===== src/pkg/mdec_defines.svh =====
// constants for the opcode decoder block
`ifndef MDEC_DEFINES_SVH
`define MDEC_DEFINES_SVH
`define MDEC_CLK_MHZ       100
`define MDEC_ADDR_CTRL     12'h000
`define MDEC_ADDR_OPCODE   12'h004
`define MDEC_ADDR_INFO     12'h008
`define MDEC_ADDR_FLAGS    12'h00C
`define MDEC_ADDR_STATUS   12'h010
`define MDEC_CTRL_GO       0
`define MDEC_CTRL_IRQPIN   1
`define MDEC_FLG_H         4
`define MDEC_FLG_I         3
`define MDEC_FLG_N         2
`define MDEC_FLG_Z         1
`define MDEC_FLG_C         0
`define MDEC_FLAGS_RESET   5'h08
`endif


===== src/pkg/mdec_pkg.sv =====
// types for the opcode decoder block
package mdec_pkg;
    typedef enum logic [4:0] {
        MDEC_K_UNDEF = 5'h01,
        MDEC_K_REGMEM = 5'h02,
        MDEC_K_RMW = 5'h04,
        MDEC_K_BRANCH = 5'h08,
        MDEC_K_BIT = 5'h10,
        MDEC_K_CTRL = 5'h00
    } mdec_kind_e;
    typedef struct packed {
        logic       valid;
        logic [4:0] kind;
        logic [3:0] mode;
        logic [3:0] op;
        logic [1:0] bytes;
        logic [3:0] cycles;
        logic [4:0] fmask;
        logic       wr_back;
    } mdec_info_s;
    typedef enum logic [1:0] {
        MDEC_IDLE = 2'b01,
        MDEC_BUSY = 2'b10
    } mdec_state_e;
endpackage : mdec_pkg


===== src/hw/mdec_core.sv =====
// opcode decoder and cycle sequencer with apb register access
//
// Chosen here: the register addresses and the APB slave port.
`timescale 1ns/10ps
`include "mdec_defines.svh"
module mdec_core
    import mdec_pkg::*;
(
    input  wire logic        pclk,
    input  wire logic        presetn,
    input  wire logic        psel,
    input  wire logic        penable,
    input  wire logic        pwrite,
    input  wire logic [11:0] paddr,
    input  wire logic [31:0] pwdata,
    input  wire logic        irq_pin,
    output logic      [31:0] prdata,
    output logic             pready,
    output logic             pslverr,
    output logic             busy
);
    // bytes/cycles tables for register/memory modes, index = high nibble
    function automatic mdec_info_s decode(input logic [7:0] opc);
        mdec_info_s d;
        logic [3:0] hi;
        logic [3:0] lo;
        logic       st;
        d = '0;
        hi = opc[7:4];
        lo = opc[3:0];
        st = (lo == 4'h7) || (lo == 4'hF);
        d.op = lo;
        d.mode = hi;
        case (hi)
            4'h0, 4'h1: begin
                d.valid = 1'b1;
                d.kind = MDEC_K_BIT;
                d.bytes = hi[0] ? 2'd2 : 2'd3;
                d.cycles = hi[0] ? 4'd7 : 4'd10;
                d.fmask = hi[0] ? 5'h00 : 5'h01;
                d.wr_back = hi[0];
            end
            4'h2: begin
                d.valid = 1'b1;
                d.kind = MDEC_K_BRANCH;
                d.bytes = 2'd2;
                d.cycles = 4'd4;
            end
            4'h3, 4'h4, 4'h5, 4'h6, 4'h7: begin
                // legal low nibbles 0,3,4,6,7,8,9,A,C,D,F
                d.valid = (lo != 4'h1) && (lo != 4'h2) && (lo != 4'h5)
                          && (lo != 4'hB) && (lo != 4'hE);
                d.kind = MDEC_K_RMW;
                d.wr_back = (lo != 4'hD);
                case (hi)
                    4'h4, 4'h5: begin
                        d.bytes = 2'd1;
                        d.cycles = 4'd4;
                    end
                    4'h3: begin
                        d.bytes = 2'd2;
                        d.cycles = 4'd6;
                    end
                    4'h7: begin
                        d.bytes = 2'd1;
                        d.cycles = 4'd6;
                    end
                    default: begin
                        d.bytes = 2'd2;
                        d.cycles = 4'd7;
                    end
                endcase
                case (lo)
                    4'hA, 4'hC, 4'hD, 4'hF: d.fmask = 5'h06;
                    default: d.fmask = 5'h07;
                endcase
            end
            4'h8, 4'h9: begin
                d.kind = MDEC_K_CTRL;
                d.bytes = 2'd1;
                d.cycles = 4'd2;
                case (opc)
                    8'h80: begin
                        d.valid = 1'b1;
                        d.cycles = 4'd9;
                        d.fmask = 5'h1F;
                    end
                    8'h81: begin
                        d.valid = 1'b1;
                        d.cycles = 4'd6;
                    end
                    8'h83: begin
                        d.valid = 1'b1;
                        d.cycles = 4'd11;
                        d.fmask = 5'h08;
                    end
                    8'h97, 8'h9C, 8'h9D, 8'h9F: d.valid = 1'b1;
                    8'h98, 8'h99: begin
                        d.valid = 1'b1;
                        d.fmask = 5'h01;
                    end
                    8'h9A, 8'h9B: begin
                        d.valid = 1'b1;
                        d.fmask = 5'h08;
                    end
                    default: d.valid = 1'b0;
                endcase
            end
            default: begin
                d.kind = MDEC_K_REGMEM;
                d.valid = !(lo == 4'hC && hi == 4'hA) && !(st && hi == 4'hA)
                          && !(lo == 4'hD && hi == 4'hA && 1'b0);
                case (hi)
                    4'hA: begin
                        d.bytes = 2'd2;
                        d.cycles = 4'd2;
                    end
                    4'hB, 4'hE: begin
                        d.bytes = 2'd2;
                        d.cycles = (hi == 4'hB) ? 4'd4 : 4'd5;
                    end
                    4'hC: begin
                        d.bytes = 2'd3;
                        d.cycles = 4'd5;
                    end
                    4'hF: begin
                        d.bytes = 2'd1;
                        d.cycles = 4'd4;
                    end
                    default: begin
                        d.bytes = 2'd3;
                        d.cycles = 4'd6;
                    end
                endcase
                if (st) begin
                    d.cycles = d.cycles + 4'd1;
                    d.wr_back = 1'b1;
                end
                if (lo == 4'hC) begin
                    d.cycles = d.cycles - 4'd1;
                end
                if (lo == 4'hD) begin
                    d.cycles = d.cycles + 4'd3;
                end
                if (opc == 8'hAD) begin
                    d.bytes = 2'd2;
                    d.cycles = 4'd8;
                    d.kind = MDEC_K_BRANCH;
                end
                case (lo)
                    4'h0, 4'h1, 4'h2, 4'h3: d.fmask = 5'h07;
                    4'h9, 4'hB: d.fmask = 5'h17;
                    4'hC, 4'hD: d.fmask = 5'h00;
                    default: d.fmask = 5'h06;
                endcase
            end
        endcase
        if (!d.valid) begin
            d.kind = MDEC_K_UNDEF;
            d.bytes = 2'd1;
            d.cycles = 4'd2;
            d.fmask = 5'h00;
            d.wr_back = 1'b0;
        end
        return d;
    endfunction : decode

    // branch condition for 2x opcodes, flags and sampled irq level
    function automatic logic cond(input logic [3:0] c, input logic [4:0] f,
                                  input logic irq);
        logic t;
        case (c[3:1])
            3'd0: t = 1'b1;
            3'd1: t = !(f[`MDEC_FLG_C] | f[`MDEC_FLG_Z]);
            3'd2: t = !f[`MDEC_FLG_C];
            3'd3: t = !f[`MDEC_FLG_Z];
            3'd4: t = !f[`MDEC_FLG_H];
            3'd5: t = !f[`MDEC_FLG_N];
            3'd6: t = !f[`MDEC_FLG_I];
            default: t = irq;
        endcase
        return (c[3:1] == 3'd7) ? (c[0] ? t : !t) : (c[0] ? !t : t);
    endfunction : cond

    logic [7:0]  opcode;
    logic [7:0]  offset;
    logic [4:0]  flags;
    logic [3:0]  remain;
    logic [7:0]  taken_cnt;
    logic        irq_meta;
    logic        irq_sync;
    logic        go;
    mdec_state_e state;
    mdec_info_s  info;
    mdec_info_s  cur;
    logic        wr_acc;
    logic        rd_acc;
    logic [7:0]  index_byte;
    logic [8:0]  ix1_addr;

    assign info = decode(opcode);
    assign wr_acc = psel && penable && pwrite;
    assign rd_acc = psel && !penable && !pwrite;
    // unsigned sum: a table may run past address 0FF
    assign ix1_addr = {1'b0, offset} + {1'b0, index_byte};

    always_ff @(posedge pclk or negedge presetn) begin
        if (!presetn) begin
            irq_meta <= 1'b0;
            irq_sync <= 1'b0;
        end else begin
            irq_meta <= irq_pin;
            irq_sync <= irq_meta;
        end
    end

    // opcode and offset byte written by software before a go
    always_ff @(posedge pclk or negedge presetn) begin
        if (!presetn) begin
            opcode <= 8'h9D;
            offset <= 8'h00;
        end else if (wr_acc && paddr == `MDEC_ADDR_OPCODE && state == MDEC_IDLE) begin
            opcode <= pwdata[7:0];
            offset <= pwdata[15:8];
        end
    end

    // index image travels with the opcode word, refused while busy too
    always_ff @(posedge pclk or negedge presetn) begin
        if (!presetn) begin
            index_byte <= 8'h00;
        end else if (wr_acc && paddr == `MDEC_ADDR_OPCODE && state == MDEC_IDLE) begin
            index_byte <= pwdata[23:16];
        end
    end

    assign go = wr_acc && paddr == `MDEC_ADDR_CTRL && pwdata[`MDEC_CTRL_GO];

    always_ff @(posedge pclk or negedge presetn) begin
        if (!presetn) begin
            state <= MDEC_IDLE;
            remain <= 4'h0;
            cur <= '0;
        end else begin
            case (state)
                MDEC_IDLE: begin
                    if (go) begin
                        state <= MDEC_BUSY;
                        remain <= info.cycles - 4'd1;
                        cur <= info;
                    end
                end
                MDEC_BUSY: begin
                    if (remain == 4'd1) begin
                        state <= MDEC_IDLE;
                    end
                    remain <= remain - 4'd1;
                end
                default: state <= MDEC_IDLE;
            endcase
        end
    end

    // flag effects applied at instruction start; branches leave flags
    always_ff @(posedge pclk or negedge presetn) begin
        if (!presetn) begin
            flags <= `MDEC_FLAGS_RESET;
            taken_cnt <= 8'h00;
        end else if (state == MDEC_IDLE && go) begin
            case (opcode)
                8'h99: flags[`MDEC_FLG_C] <= 1'b1;
                8'h98: flags[`MDEC_FLG_C] <= 1'b0;
                8'h9B, 8'h83: flags[`MDEC_FLG_I] <= 1'b1;
                8'h9A: flags[`MDEC_FLG_I] <= 1'b0;
                8'h80: flags <= offset[4:0];
                default: begin
                    if (info.kind == MDEC_K_RMW && opcode[3:0] == 4'hF) begin
                        flags[`MDEC_FLG_N] <= 1'b0;
                        flags[`MDEC_FLG_Z] <= 1'b1;
                    end else if (info.kind == MDEC_K_RMW && opcode[3:0] == 4'h3) begin
                        flags[`MDEC_FLG_C] <= 1'b1;
                    end else if (info.kind == MDEC_K_RMW && opcode[3:0] == 4'h4) begin
                        flags[`MDEC_FLG_N] <= 1'b0;
                    end else if (info.kind == MDEC_K_BIT && !opcode[4]) begin
                        flags[`MDEC_FLG_C] <= offset[opcode[3:1]];
                    end
                    if (opcode[7:4] == 4'h2 && cond(opcode[3:0], flags, irq_sync)) begin
                        taken_cnt <= taken_cnt + 8'h01;
                    end
                end
            endcase
        end
    end

    always_ff @(posedge pclk or negedge presetn) begin
        if (!presetn) begin
            prdata <= 32'h0000_0000;
            pready <= 1'b0;
            pslverr <= 1'b0;
            busy <= 1'b0;
        end else begin
            // a go while busy is ignored, so it must not stretch busy
            busy <= (state == MDEC_BUSY) || (state == MDEC_IDLE && go);
            pready <= psel && !penable;
            pslverr <= psel && !penable && (paddr > `MDEC_ADDR_STATUS || paddr[1:0] != 2'b00);
            if (rd_acc) begin
                case (paddr)
                    `MDEC_ADDR_OPCODE: prdata <= {7'h00, ix1_addr, offset, opcode};
                    `MDEC_ADDR_INFO:   prdata <= {6'h00, info};
                    `MDEC_ADDR_FLAGS:  prdata <= {27'h0, flags};
                    `MDEC_ADDR_STATUS: prdata <= {taken_cnt, 4'h0, remain,
                                                  7'h00, irq_sync, 6'h00, cur.valid,
                                                  state == MDEC_BUSY};
                    default:           prdata <= 32'h0000_0000;
                endcase
            end
        end
    end
endmodule : mdec_core


===== config.mk =====
export PLATFORM = sky130hd
export DESIGN_NAME = mdec_core
export DESIGN_NICKNAME = d
export VERILOG_FILES = /design/src/pkg/mdec_pkg.sv /design/src/hw/mdec_core.sv
export VERILOG_INCLUDE_DIRS = /design/src /design/src/pkg
export SDC_FILE = /design/constraint.sdc
export NUM_CORES = 1
export LEC_CHECK = 0
export BUFFER_PORTS_ARGS = -buffer_cell sky130_fd_sc_hd__buf_2
export CAP_MARGIN = 20
export CORE_MARGIN = 1.5
export CORE_UTILIZATION = 40
export DETAILED_ROUTE_END_ITERATION = 6
export PLACE_DENSITY = 0.66
export SYNTH_ARGS = -nofsm -noshare
export SYNTH_HDL_FRONTEND = slang
export SYNTH_SLANG_ARGS = --single-unit
export TNS_END_PERCENT = 1

===== constraint.sdc =====
create_clock -name pclk -period 5 [get_ports pclk]
set_input_delay 1 -clock pclk [delete_from_list [all_inputs] [get_ports pclk]]
set_output_delay 1 -clock pclk [all_outputs]
set_load 0.005 [all_outputs]

# Word-level counts from Yosys, hierarchy flattened
# Memory sizes are Yosys's and may differ from the RTL's.
# Cells that the tools add are included.
# Widths: inputs -> output; s select.
[totals]
regBits = 81
romBits = 64
inputBits = 50
output_inout_bits = 35
wordCells = 211
memories = 1
[classes]
add_sub_neg = 7
order_cmp = 2
n_eq_ne = 60
n_mux = 50
bitwise = 4
reduce_logical = 69
[mem_list]
columns = ["name", "words", "word_bits", "rd", "rd_clocked_by_memory_dff", "wr", "line", "source"]
rows = [
  ["(no name shown)", 16, 4, 1, 0, 0, "mdec_core.sv:150", "case (lo)"],
]
[ops]
columns = ["op", "n"]
rows = [
  ["$pmux 32 s4", 1],
  ["$eq 8x8->1 const B", 12],
  ["$pmux 6 s4", 3],
  ["$eq 4x4->1 const B", 11],
  ["$mux 4", 8],
  ["$eq 12x4->1 const B", 2],
  ["$eq 4x3->1 const B", 6],
  ["$logic_and 1x1->1", 22],
  ["$mux 1", 20],
  ["$pmux 5 s4", 1],
  ["$pmux 6 s3", 1],
  ["$pmux 5 s3", 1],
  ["$eq 12x3->1 const B", 1],
  ["$eq 12x5->1 const B", 1],
  ["$eq 3x3->1 const B", 4],
  ["$eq 4x2->1 const B", 3],
  ["$gt 12x5->1 const B", 1],
  ["$logic_not 1->1", 12],
  ["$logic_not 12->1", 1],
  ["$mux 12", 1],
  ["$mux 6", 2],
  ["$ne 4x4->1 const B", 3],
  ["$pmux 4 s3", 1],
  ["$reduce_or 2->1", 6],
  ["45 further kinds", 68],
]

# Logic depth before layout (Yosys ltp)
# Gate-level depths: netlist of the first run.
[logic_depth]
depth_word = 18
ltp_mapped = 15
mapped_depth_nobuf = 14

# Worst setup path after synthesis of the first run
# No wires, ideal clock.
[synth_path]
path_kind = "register to register"
startpoint = "reg opcode[7]"
endpoint = "reg remain[1]"
setup_ns = 0.131
arrival_time_ns = 3.386
required_ns = 4.869
setup_slack_ns = 1.483
path_stages_with_launch = 16
path_buffers = 2
period_less_slack_ns = 3.517
path_cell_list = "dfstp_2 -> clkbuf_1 -> clkbuf_1 -> nand2_1 -> ha_1 -> o21ai_0 -> ha_1 -> a2bb2oi_1 -> nand2_1 -> ha_1 -> o32ai_1 -> nor3_2 -> ha_1 -> nor2_1 -> a211oi_1 -> a21oi_1"
[synth_via]
elab_chain_len = 18
elab_cells_between_ends = 59
classes_between = "add/sub (4); eq/ne (26); mux (17); reduce/logical (12)"
[synth_lines]
columns = ["element", "line", "source"]
rows = [
  ["start, declared", "mdec_core.sv:185", "logic [7:0] opcode;"],
  ["start signal, assigned", "mdec_core.sv:223", "opcode <= pwdata[7:0];"],
  ["$eq 4x4->1, on equally long branches", "mdec_core.sv:113, mdec_core.sv:120", ""],
  ["$mux 1 or $reduce_or 2->1 (tied branches)", "mdec_core.sv:120, mdec_core.sv:113", ""],
  ["$pmux 6 s4", "mdec_core.sv:113", "case (hi)"],
  ["$mux 6", "mdec_core.sv:34", "case (hi)"],
  ["$add 4x1->4", "mdec_core.sv:136", "d.cycles = d.cycles + 4'd1;"],
  ["$mux 4", "mdec_core.sv:135", "if (st) begin"],
  ["$mux 4", "mdec_core.sv:34", ""],
  ["$sub 4x1->4", "mdec_core.sv:140", "d.cycles = d.cycles - 4'd1;"],
  ["[... 2 more ...]", "--", ""],
  ["$add 4x2->4", "mdec_core.sv:143", "d.cycles = d.cycles + 4'd3;"],
  ["$mux 4", "mdec_core.sv:142", "if (lo == 4'hD) begin"],
  ["$mux 6", "mdec_core.sv:145", "if (opc == 8'hAD) begin"],
  ["$pmux 6 s4", "mdec_core.sv:34", ""],
  ["$mux 12 (*)", "mdec_core.sv:158", "if (!d.valid) begin"],
  ["$sub 4x1->4 (*)", "mdec_core.sv:249", "remain <= info.cycles - 4'd1;"],
  ["$mux 4 (*)", "mdec_core.sv:247", "if (go) begin"],
  ["$pmux 4 s2 (*)", "mdec_core.sv:245", "case (state)"],
  ["end signal, assigned", "mdec_core.sv:249", ""],
  ["end signal, assigned", "mdec_core.sv:257", "remain <= remain - 4'd1;"],
  ["end, declared", "mdec_core.sv:188", "logic [3:0] remain;"],
]
# Mark *: on every way between the ends. The rest lies on a longest branch, timed or not. The select of a mux whose other input is x is not followed.
# A chain may end at the register's enable or synchronous reset.

# Worst setup path in the final report of the first run
[layout_path]
startpoint = "reg opcode[4]"
endpoint = "reg remain[1]"
# Same word-level chain as after synthesis.

==> reports/metrics.yaml, run 1 <==
routedWlPerCell_um: 18.88
viasPerCell: 5.941
start_util: 0.4165
hold_start: "irq_meta$_DFF_PN0_"
area_delta_synth_final_pct: 18.29
maxCapViolCount: 0
grt_setup_unrepaired: "false"
ys_types: 78
synth-edff-count: 0
outcome: "finished, final reports clean"
cts_setup_buffers: 0
crit_path_cell_trace: "mux2_2 -> nand2_1 -> ha_1 -> o21ai_0 -> ha_1 -> a2bb2oi_1 -> nand2_1 -> ha_1 -> o32ai_1 -> nor3_2 -> ha_1 -> nor2_1 -> a211oi_1 -> a21oi_1"
gp_congestion: 0.9261
antenna_found_initial: 0
worstMarginPinSlew_ns: 0.9749
grt_first_pass_wirelength_um: 21650
n_antenna_cell: 0
clkLatencyLatePin_ns: 0.35
yosysSeqAreaShare: 0.4208
grt_max_degree: 82
critical-path-slowest-cell: "dfstp_2"
critPathTopFamily: "adder cells"
relSlewSlack: 0.3477
cp.required_ns: 5.22
finalCriticalPeriod_ns: 3.766
htree_levels: 3
synth_area_leaders: "dfrtp_1 (38%), mux2_2 (5.4%), o21ai_0 (4.8%), nand2_1 (4.5%), ha_1 (3.9%)"
vias: 4224
io_pins: 85
dieArea_um2: 12760
hold_class: "flip-flop to flip-flop"
timing.rr.start: "opcode[4]$_DFFE_PN1P_"
overflow: 0
skew_ns: 0.007442
fin_cells: 711
synth_area_um2: 4837
startpoint_type: "flip-flop"
rrSetupSlack_ns: 1.23
die_x_um: 113.0
synth_common_cells: "dfrtp_1 (74), nand2_1 (58), o21ai_0 (46), nor2_1 (24), mux2_2 (23)"
synth-main-ff-cell: "dfrtp_1"
wl_um: 13420
crit_type: "flip-flop to flip-flop"
dr.first_iter.drc_count: 463
p_leak_nw: 2.624
syn-num-nets: 565
syn_inst: 499
drc: 0
cts-root-buf: "clkbuf_16"
cpMostUsedCell: "ha_1"
die_h_um: 113.0
finalCritPeriodShare: 0.7531
hold_viol_final: 0
nets: 629
synth_most_common_cell: "dfrtp_1"
cts_hold_buf: 0
first_global_vias: 4178
clock_sinks: 81
critPathArrivalTime_ns: 3.99
fmax_mhz: 265.6
synth-async-reset-ratio: 1.000
io_buffers: 76
synth_top_area_cell: "dfrtp_1"
num_rows: 39
cts_resized: 0
core-area_um2: 11610
dpl.hpwl_um: 9585
irDropWorstVdd_uv: 217.7
setup_tns_ns: 0
powerDensity_nw_per_um2: 264.4
cp_slowest_stage_delay_ns: 0.78
clk_pin_slew_ns: 0.06
cts_buffers: 9
min_to: "irq_sync$_DFF_PN0_"
r2r-end: "remain[1]$_DFFE_PN0P_"
clock_path_buffers: 2
grtUsageTotal: 0.2170
drive_above_1_share: 0.2570
setup_viol: 0
drv_slew: 0
finalPower_mw: 1.513
rr_worst_depth: 14
worst-path-buf-inv: 0
synth-seq-cells: 81
syn_area_per_cell_um2: 9.694
synth_top_area_share: 0.3828
cts_tree: "built"
ys_warn_count: 0
dp_cells: 693
crit_fanout: 22
setup.worst_path.end_class: "flip-flop"
firstDrtPassIters: 5
whs_path_depth: 0
ant_nets: 0
## cell families (layout without fill, tap and decap cells)
group | Yosys count | in the layout | synth area share
and+or+nand+nor | 162 | 162 | 0.1824
AOI/OAI and AO/OA | 151 | 151 | 0.2106
DFF | 81 | 81 | 0.4208
buffers and inverters | 40 | 109 | 0.03414
muxes | 26 | 26 | 0.06751
xor gates and xnor gates | 23 | 23 | 0.04164
adders and majority gates | 16 | 16 | 0.04294
## cell type report
cell class | count | area [um^2]
clock buffers | 10 | 229.0
clock inverters | 6 | 130.1
fillers | 1111 | 5892
inverters | 9 | 33.78
multi-input cells | 378 | 2636
flip-flops and latches | 81 | 2036
well taps | 143 | 178.9
repair buffers | 84 | 478.0
## registers in the layout, indices dropped and copies added, names as in the netlist
| name | count |
|---|---|
| index_byte | 8 |
| irq_sync | 1 |
| pready | 1 |
| flags | 5 |
| cur | 1 |
| pslverr | 1 |
| offset | 8 |
| irq_meta | 1 |
| remain | 4 |
| taken_cnt | 8 |
| state | 2 |
| busy | 1 |
| prdata | 32 |
| opcode | 8 |
## worst max path at each step
stage / start / endpoint / slack, ns / depth (start not counted)
3_5_place_dp: opcode[4]$_DFFE_PN1P_ / remain[1]$_DFFE_PN0P_ / 1.25 / 14
2_1_floorplan: opcode[7]$_DFFE_PN1P_ / remain[1]$_DFFE_PN0P_ / 1.48 / 15
3_3_place_gp: opcode[4]$_DFFE_PN1P_ / remain[1]$_DFFE_PN0P_ / 1.34 / 14
4_1_cts: opcode[4]$_DFFE_PN1P_ / remain[1]$_DFFE_PN0P_ / 1.24 / 14
6_report: opcode[4]$_DFFE_PN1P_ / remain[1]$_DFFE_PN0P_ / 1.23 / 14
5_1_grt: opcode[4]$_DFFE_PN1P_ / remain[1]$_DFFE_PN0P_ / 0.92 / 14
## power by group
part / total [mW] / leakage, nW / internal (mW) / switching [mW]
logic: 0.0489 / 1.35 / 0.0190 / 0.0299
clock network: 0.805 / 0.176 / 0.537 / 0.268
registers: 0.659 / 1.10 / 0.658 / 0.00131
total: 1.51 / 2.62 / 1.21 / 0.299
## layer usage
layer,GRT usage,share of wire,vias to the layer above
met5,0,0,-
met4,0.08333,0.029,0
met3,0.05035,0.066,27
met2,0.3516,0.47,179
met1,0.2840,0.44,2034
li1,-,-,1984
## stage by stage
stage / util / hold WS (ns) / worst slack, ns / instance area [um^2]
6_report: 0.4927 / 0.3491 / 1.234 / 5722
5_1_grt: 0.4927 / 0.3637 / 0.9206 / 5722
4_1_cts: 0.4881 / 0.3512 / 1.239 / 5669
3_5_place_dp: 0.4572 / 0.3385 / 1.251 / 5310
3_3_place_gp: 0.4568 / 0.3380 / 1.339 / 5305
2_1_floorplan: - / 0.3312 / 1.483 / 4837
## cell usage in the layout (no fill, tap or decap), types with 3 or more instances in the layout
master / n
buf_2: 76
dfrtp_1: 74
nand2_1: 58
o21ai_0: 46
nor2_1: 24
mux2_2: 23
a21oi_1: 19
nor3_1: 16
xnor2_1: 16
ha_1: 15
a22oi_1: 11
a22o_1: 10
clkbuf_16: 10
inv_1: 9
nand3_1: 8
o31ai_1: 8
xor2_1: 7
dfstp_2: 7
o22ai_1: 6
nor2b_1: 6
or3_1: 6
buf_4: 6
nand4_1: 5
o21a_1: 5
nand2b_1: 4
and3_1: 4
a221oi_1: 4
a31oi_1: 4
bufinv_16: 4
and2_1: 3
o21ai_1: 3
or2_2: 3
nand3b_1: 3
mux4_2: 3
Power figures use the tool's default switching activity.
==> run 2, diff against run 1 <==
Settings changed: PLACE_DENSITY 0.66 to 0.69.
Clock period 5 ns to 3.25 ns, I/O delays scaled along.
==> run 2 against run 1 <==
Compared with the run above: die area is the same; sequential power grew 53%; non-clock buffer count grew 15; clock-buffer cell count is the same; final cell count grew 2.1%; clock skew shrank 0.0021 ns; design area grew 1.6%; power grew 48%; fmax grew 20%; worst setup slack lost 1.1 ns; flip-flop and latch count is the same; clock power grew 43%; largest power group unchanged.
==> reports/metrics.yaml, run 2 (synthesized netlist as in run 1, its figures left out) <==
outcome: "finished, final reports clean"
drc: 0
top_register: "prdata"
cp_slowest_stage_delay_ns: 0.55
fin_ws_ns: 0.1070
final_cell_mix: "buf_2 (75), dfrtp_1 (74), nand2_1 (58), o21ai_0 (45), nor2_1 (24)"
die_x_um: 113.0
preCtsSetupSlack_ns: 0.01192
worstMarginPinSlew_ns: 0.7048
die_h_um: 113.0
cts-root-buf: "clkbuf_16"
final_core_util: 0.5008
area_delta_synth_final_pct: 20.23
crit_type: "flip-flop to flip-flop"
final_common_cell: "buf_2"
crit_fanout: 3
finalPower_mw: 2.234
cts_hold_buf: 0
grt_setup_unrepaired: "true"
relSlewSlack: 0.5281
fin_cells: 726
start_util: 0.4165
routedWlPerCell_um: 18.85
cts_setup_buffers: 0
clock_path_buffers: 2
gp_congestion: 0.9498
rrSetupSlack_ns: 0.11
grt_first_pass_wirelength_um: 22420
largest_reg_flops: 32
drv_slew: 0
skew_ns: 0.005306
setup_viol: 0
ant_nets: 0
viasPerCell: 6.012
overflow: 0
io_buffers: 76
dieArea_um2: 12760
nets: 644
fmax_mhz: 318.2
hold_class: "input pin to async pin"
grt_max_degree: 82
wl_um: 13690
n_antenna_cell: 0
hold_viol_final: 0
crit_path_cell_trace: "mux2_2 -> nand2_1 -> ha_1 -> o21ai_1 -> ha_1 -> a2bb2oi_2 -> nand2_1 -> ha_1 -> o32ai_2 -> nor3_2 -> ha_1 -> nor2_1 -> a211oi_1 -> a21oi_1"
grtUsageTotal: 0.2249
drive_above_1_share: 0.2830
cts_buffers: 9
finalCritPeriodShare: 0.9671
startpoint_type: "flip-flop"
clk_pin_slew_ns: 0.06
core-area_um2: 11610
powerDensity_nw_per_um2: 384.2
cp.required_ns: 3.47
critPathTopFamily: "adder cells"
htree_levels: 3
critPathArrivalTime_ns: 3.36
maxCapViolCount: 0
io_pins: 85
p_leak_nw: 2.689
firstDrtPassIters: 5
finalCriticalPeriod_ns: 3.143
num_rows: 39
clock_sinks: 81
cts_tree: "built"
irDropWorstVdd_uv: 300.7
antenna_found_initial: 0
dr.first_iter.drc_count: 419
dpl.hpwl_um: 9962
cpMostUsedCell: "ha_1"
setup.worst_path.end_class: "flip-flop"
clkLatencyLatePin_ns: 0.35
vias: 4365
first_global_vias: 4305
dp_cells: 709
critical-path-slowest-cell: "dfstp_2"
worst-path-buf-inv: 0
fillers: 1096
## run 2: timing repair
action / CTS / global route
pin swaps: 6 / 7
resized for setup: 0 / 1
endpoints found under the setup margin: 1 / 4
## run 2: per-layer routing
metal	up-vias	GRT usage	wire, um	share of wire
li1	2018	-	-	-
met1	2155	0.2982	5887	0.43
met2	166	0.3703	6622	0.48
met3	26	0.04124	845	0.062
met4	0	0.08250	331	0.024
met5	-	0	0	0
## run 2: through the flow
step            TNS [ns]  hold slack (ns)  area (um^2)
3_3_place_gp           0           0.3365         5446
4_1_cts                0           0.3585         5783
6_report               0           0.1434         5816
5_1_grt        -0.003085           0.1543         5816
2_1_floorplan          0           0.3312         4857
3_5_place_dp           0           0.3462         5446
## run 2: area by class of cell
class	instances	area (um^2)	share of cell area
Multi-Input combinational cell	378	2655	0.4565
Sequential cell	81	2036	0.3500
Timing Repair Buffer	99	575.6	0.09897
Clock buffer	10	239.0	0.04109
Tap cell	143	178.9	0.03077
Clock inverter	6	97.59	0.01678
Inverter	9	33.78	0.005809
## run 2: worst paths after layout
| path | startpoint | cells after the start | to |
|---|---|---|---|
| setup / recovery | opcode[4]$_DFFE_PN1P_ | 14 | remain[1]$_DFFE_PN0P_ |
| max in group asynchronous | presetn | 2 | opcode[4]$_DFFE_PN1P_ |
| hold / removal | presetn | 1 | pslverr$_DFF_PN0_ |
| min in group pclk | irq_meta$_DFF_PN0_ | 0 | irq_sync$_DFF_PN0_ |
| setup reg to reg | opcode[4]$_DFFE_PN1P_ | 14 | remain[1]$_DFFE_PN0P_ |
| hold reg to reg | irq_meta$_DFF_PN0_ | 0 | irq_sync$_DFF_PN0_ |
## run 2: report_power, final
part,switching (mW),internal [mW],leakage [nW]
Combinational,0.0458,0.0298,1.43
Sequential,0.00166,1.01,1.10
Clock,0.441,0.704,0.165
Total,0.489,1.75,2.69
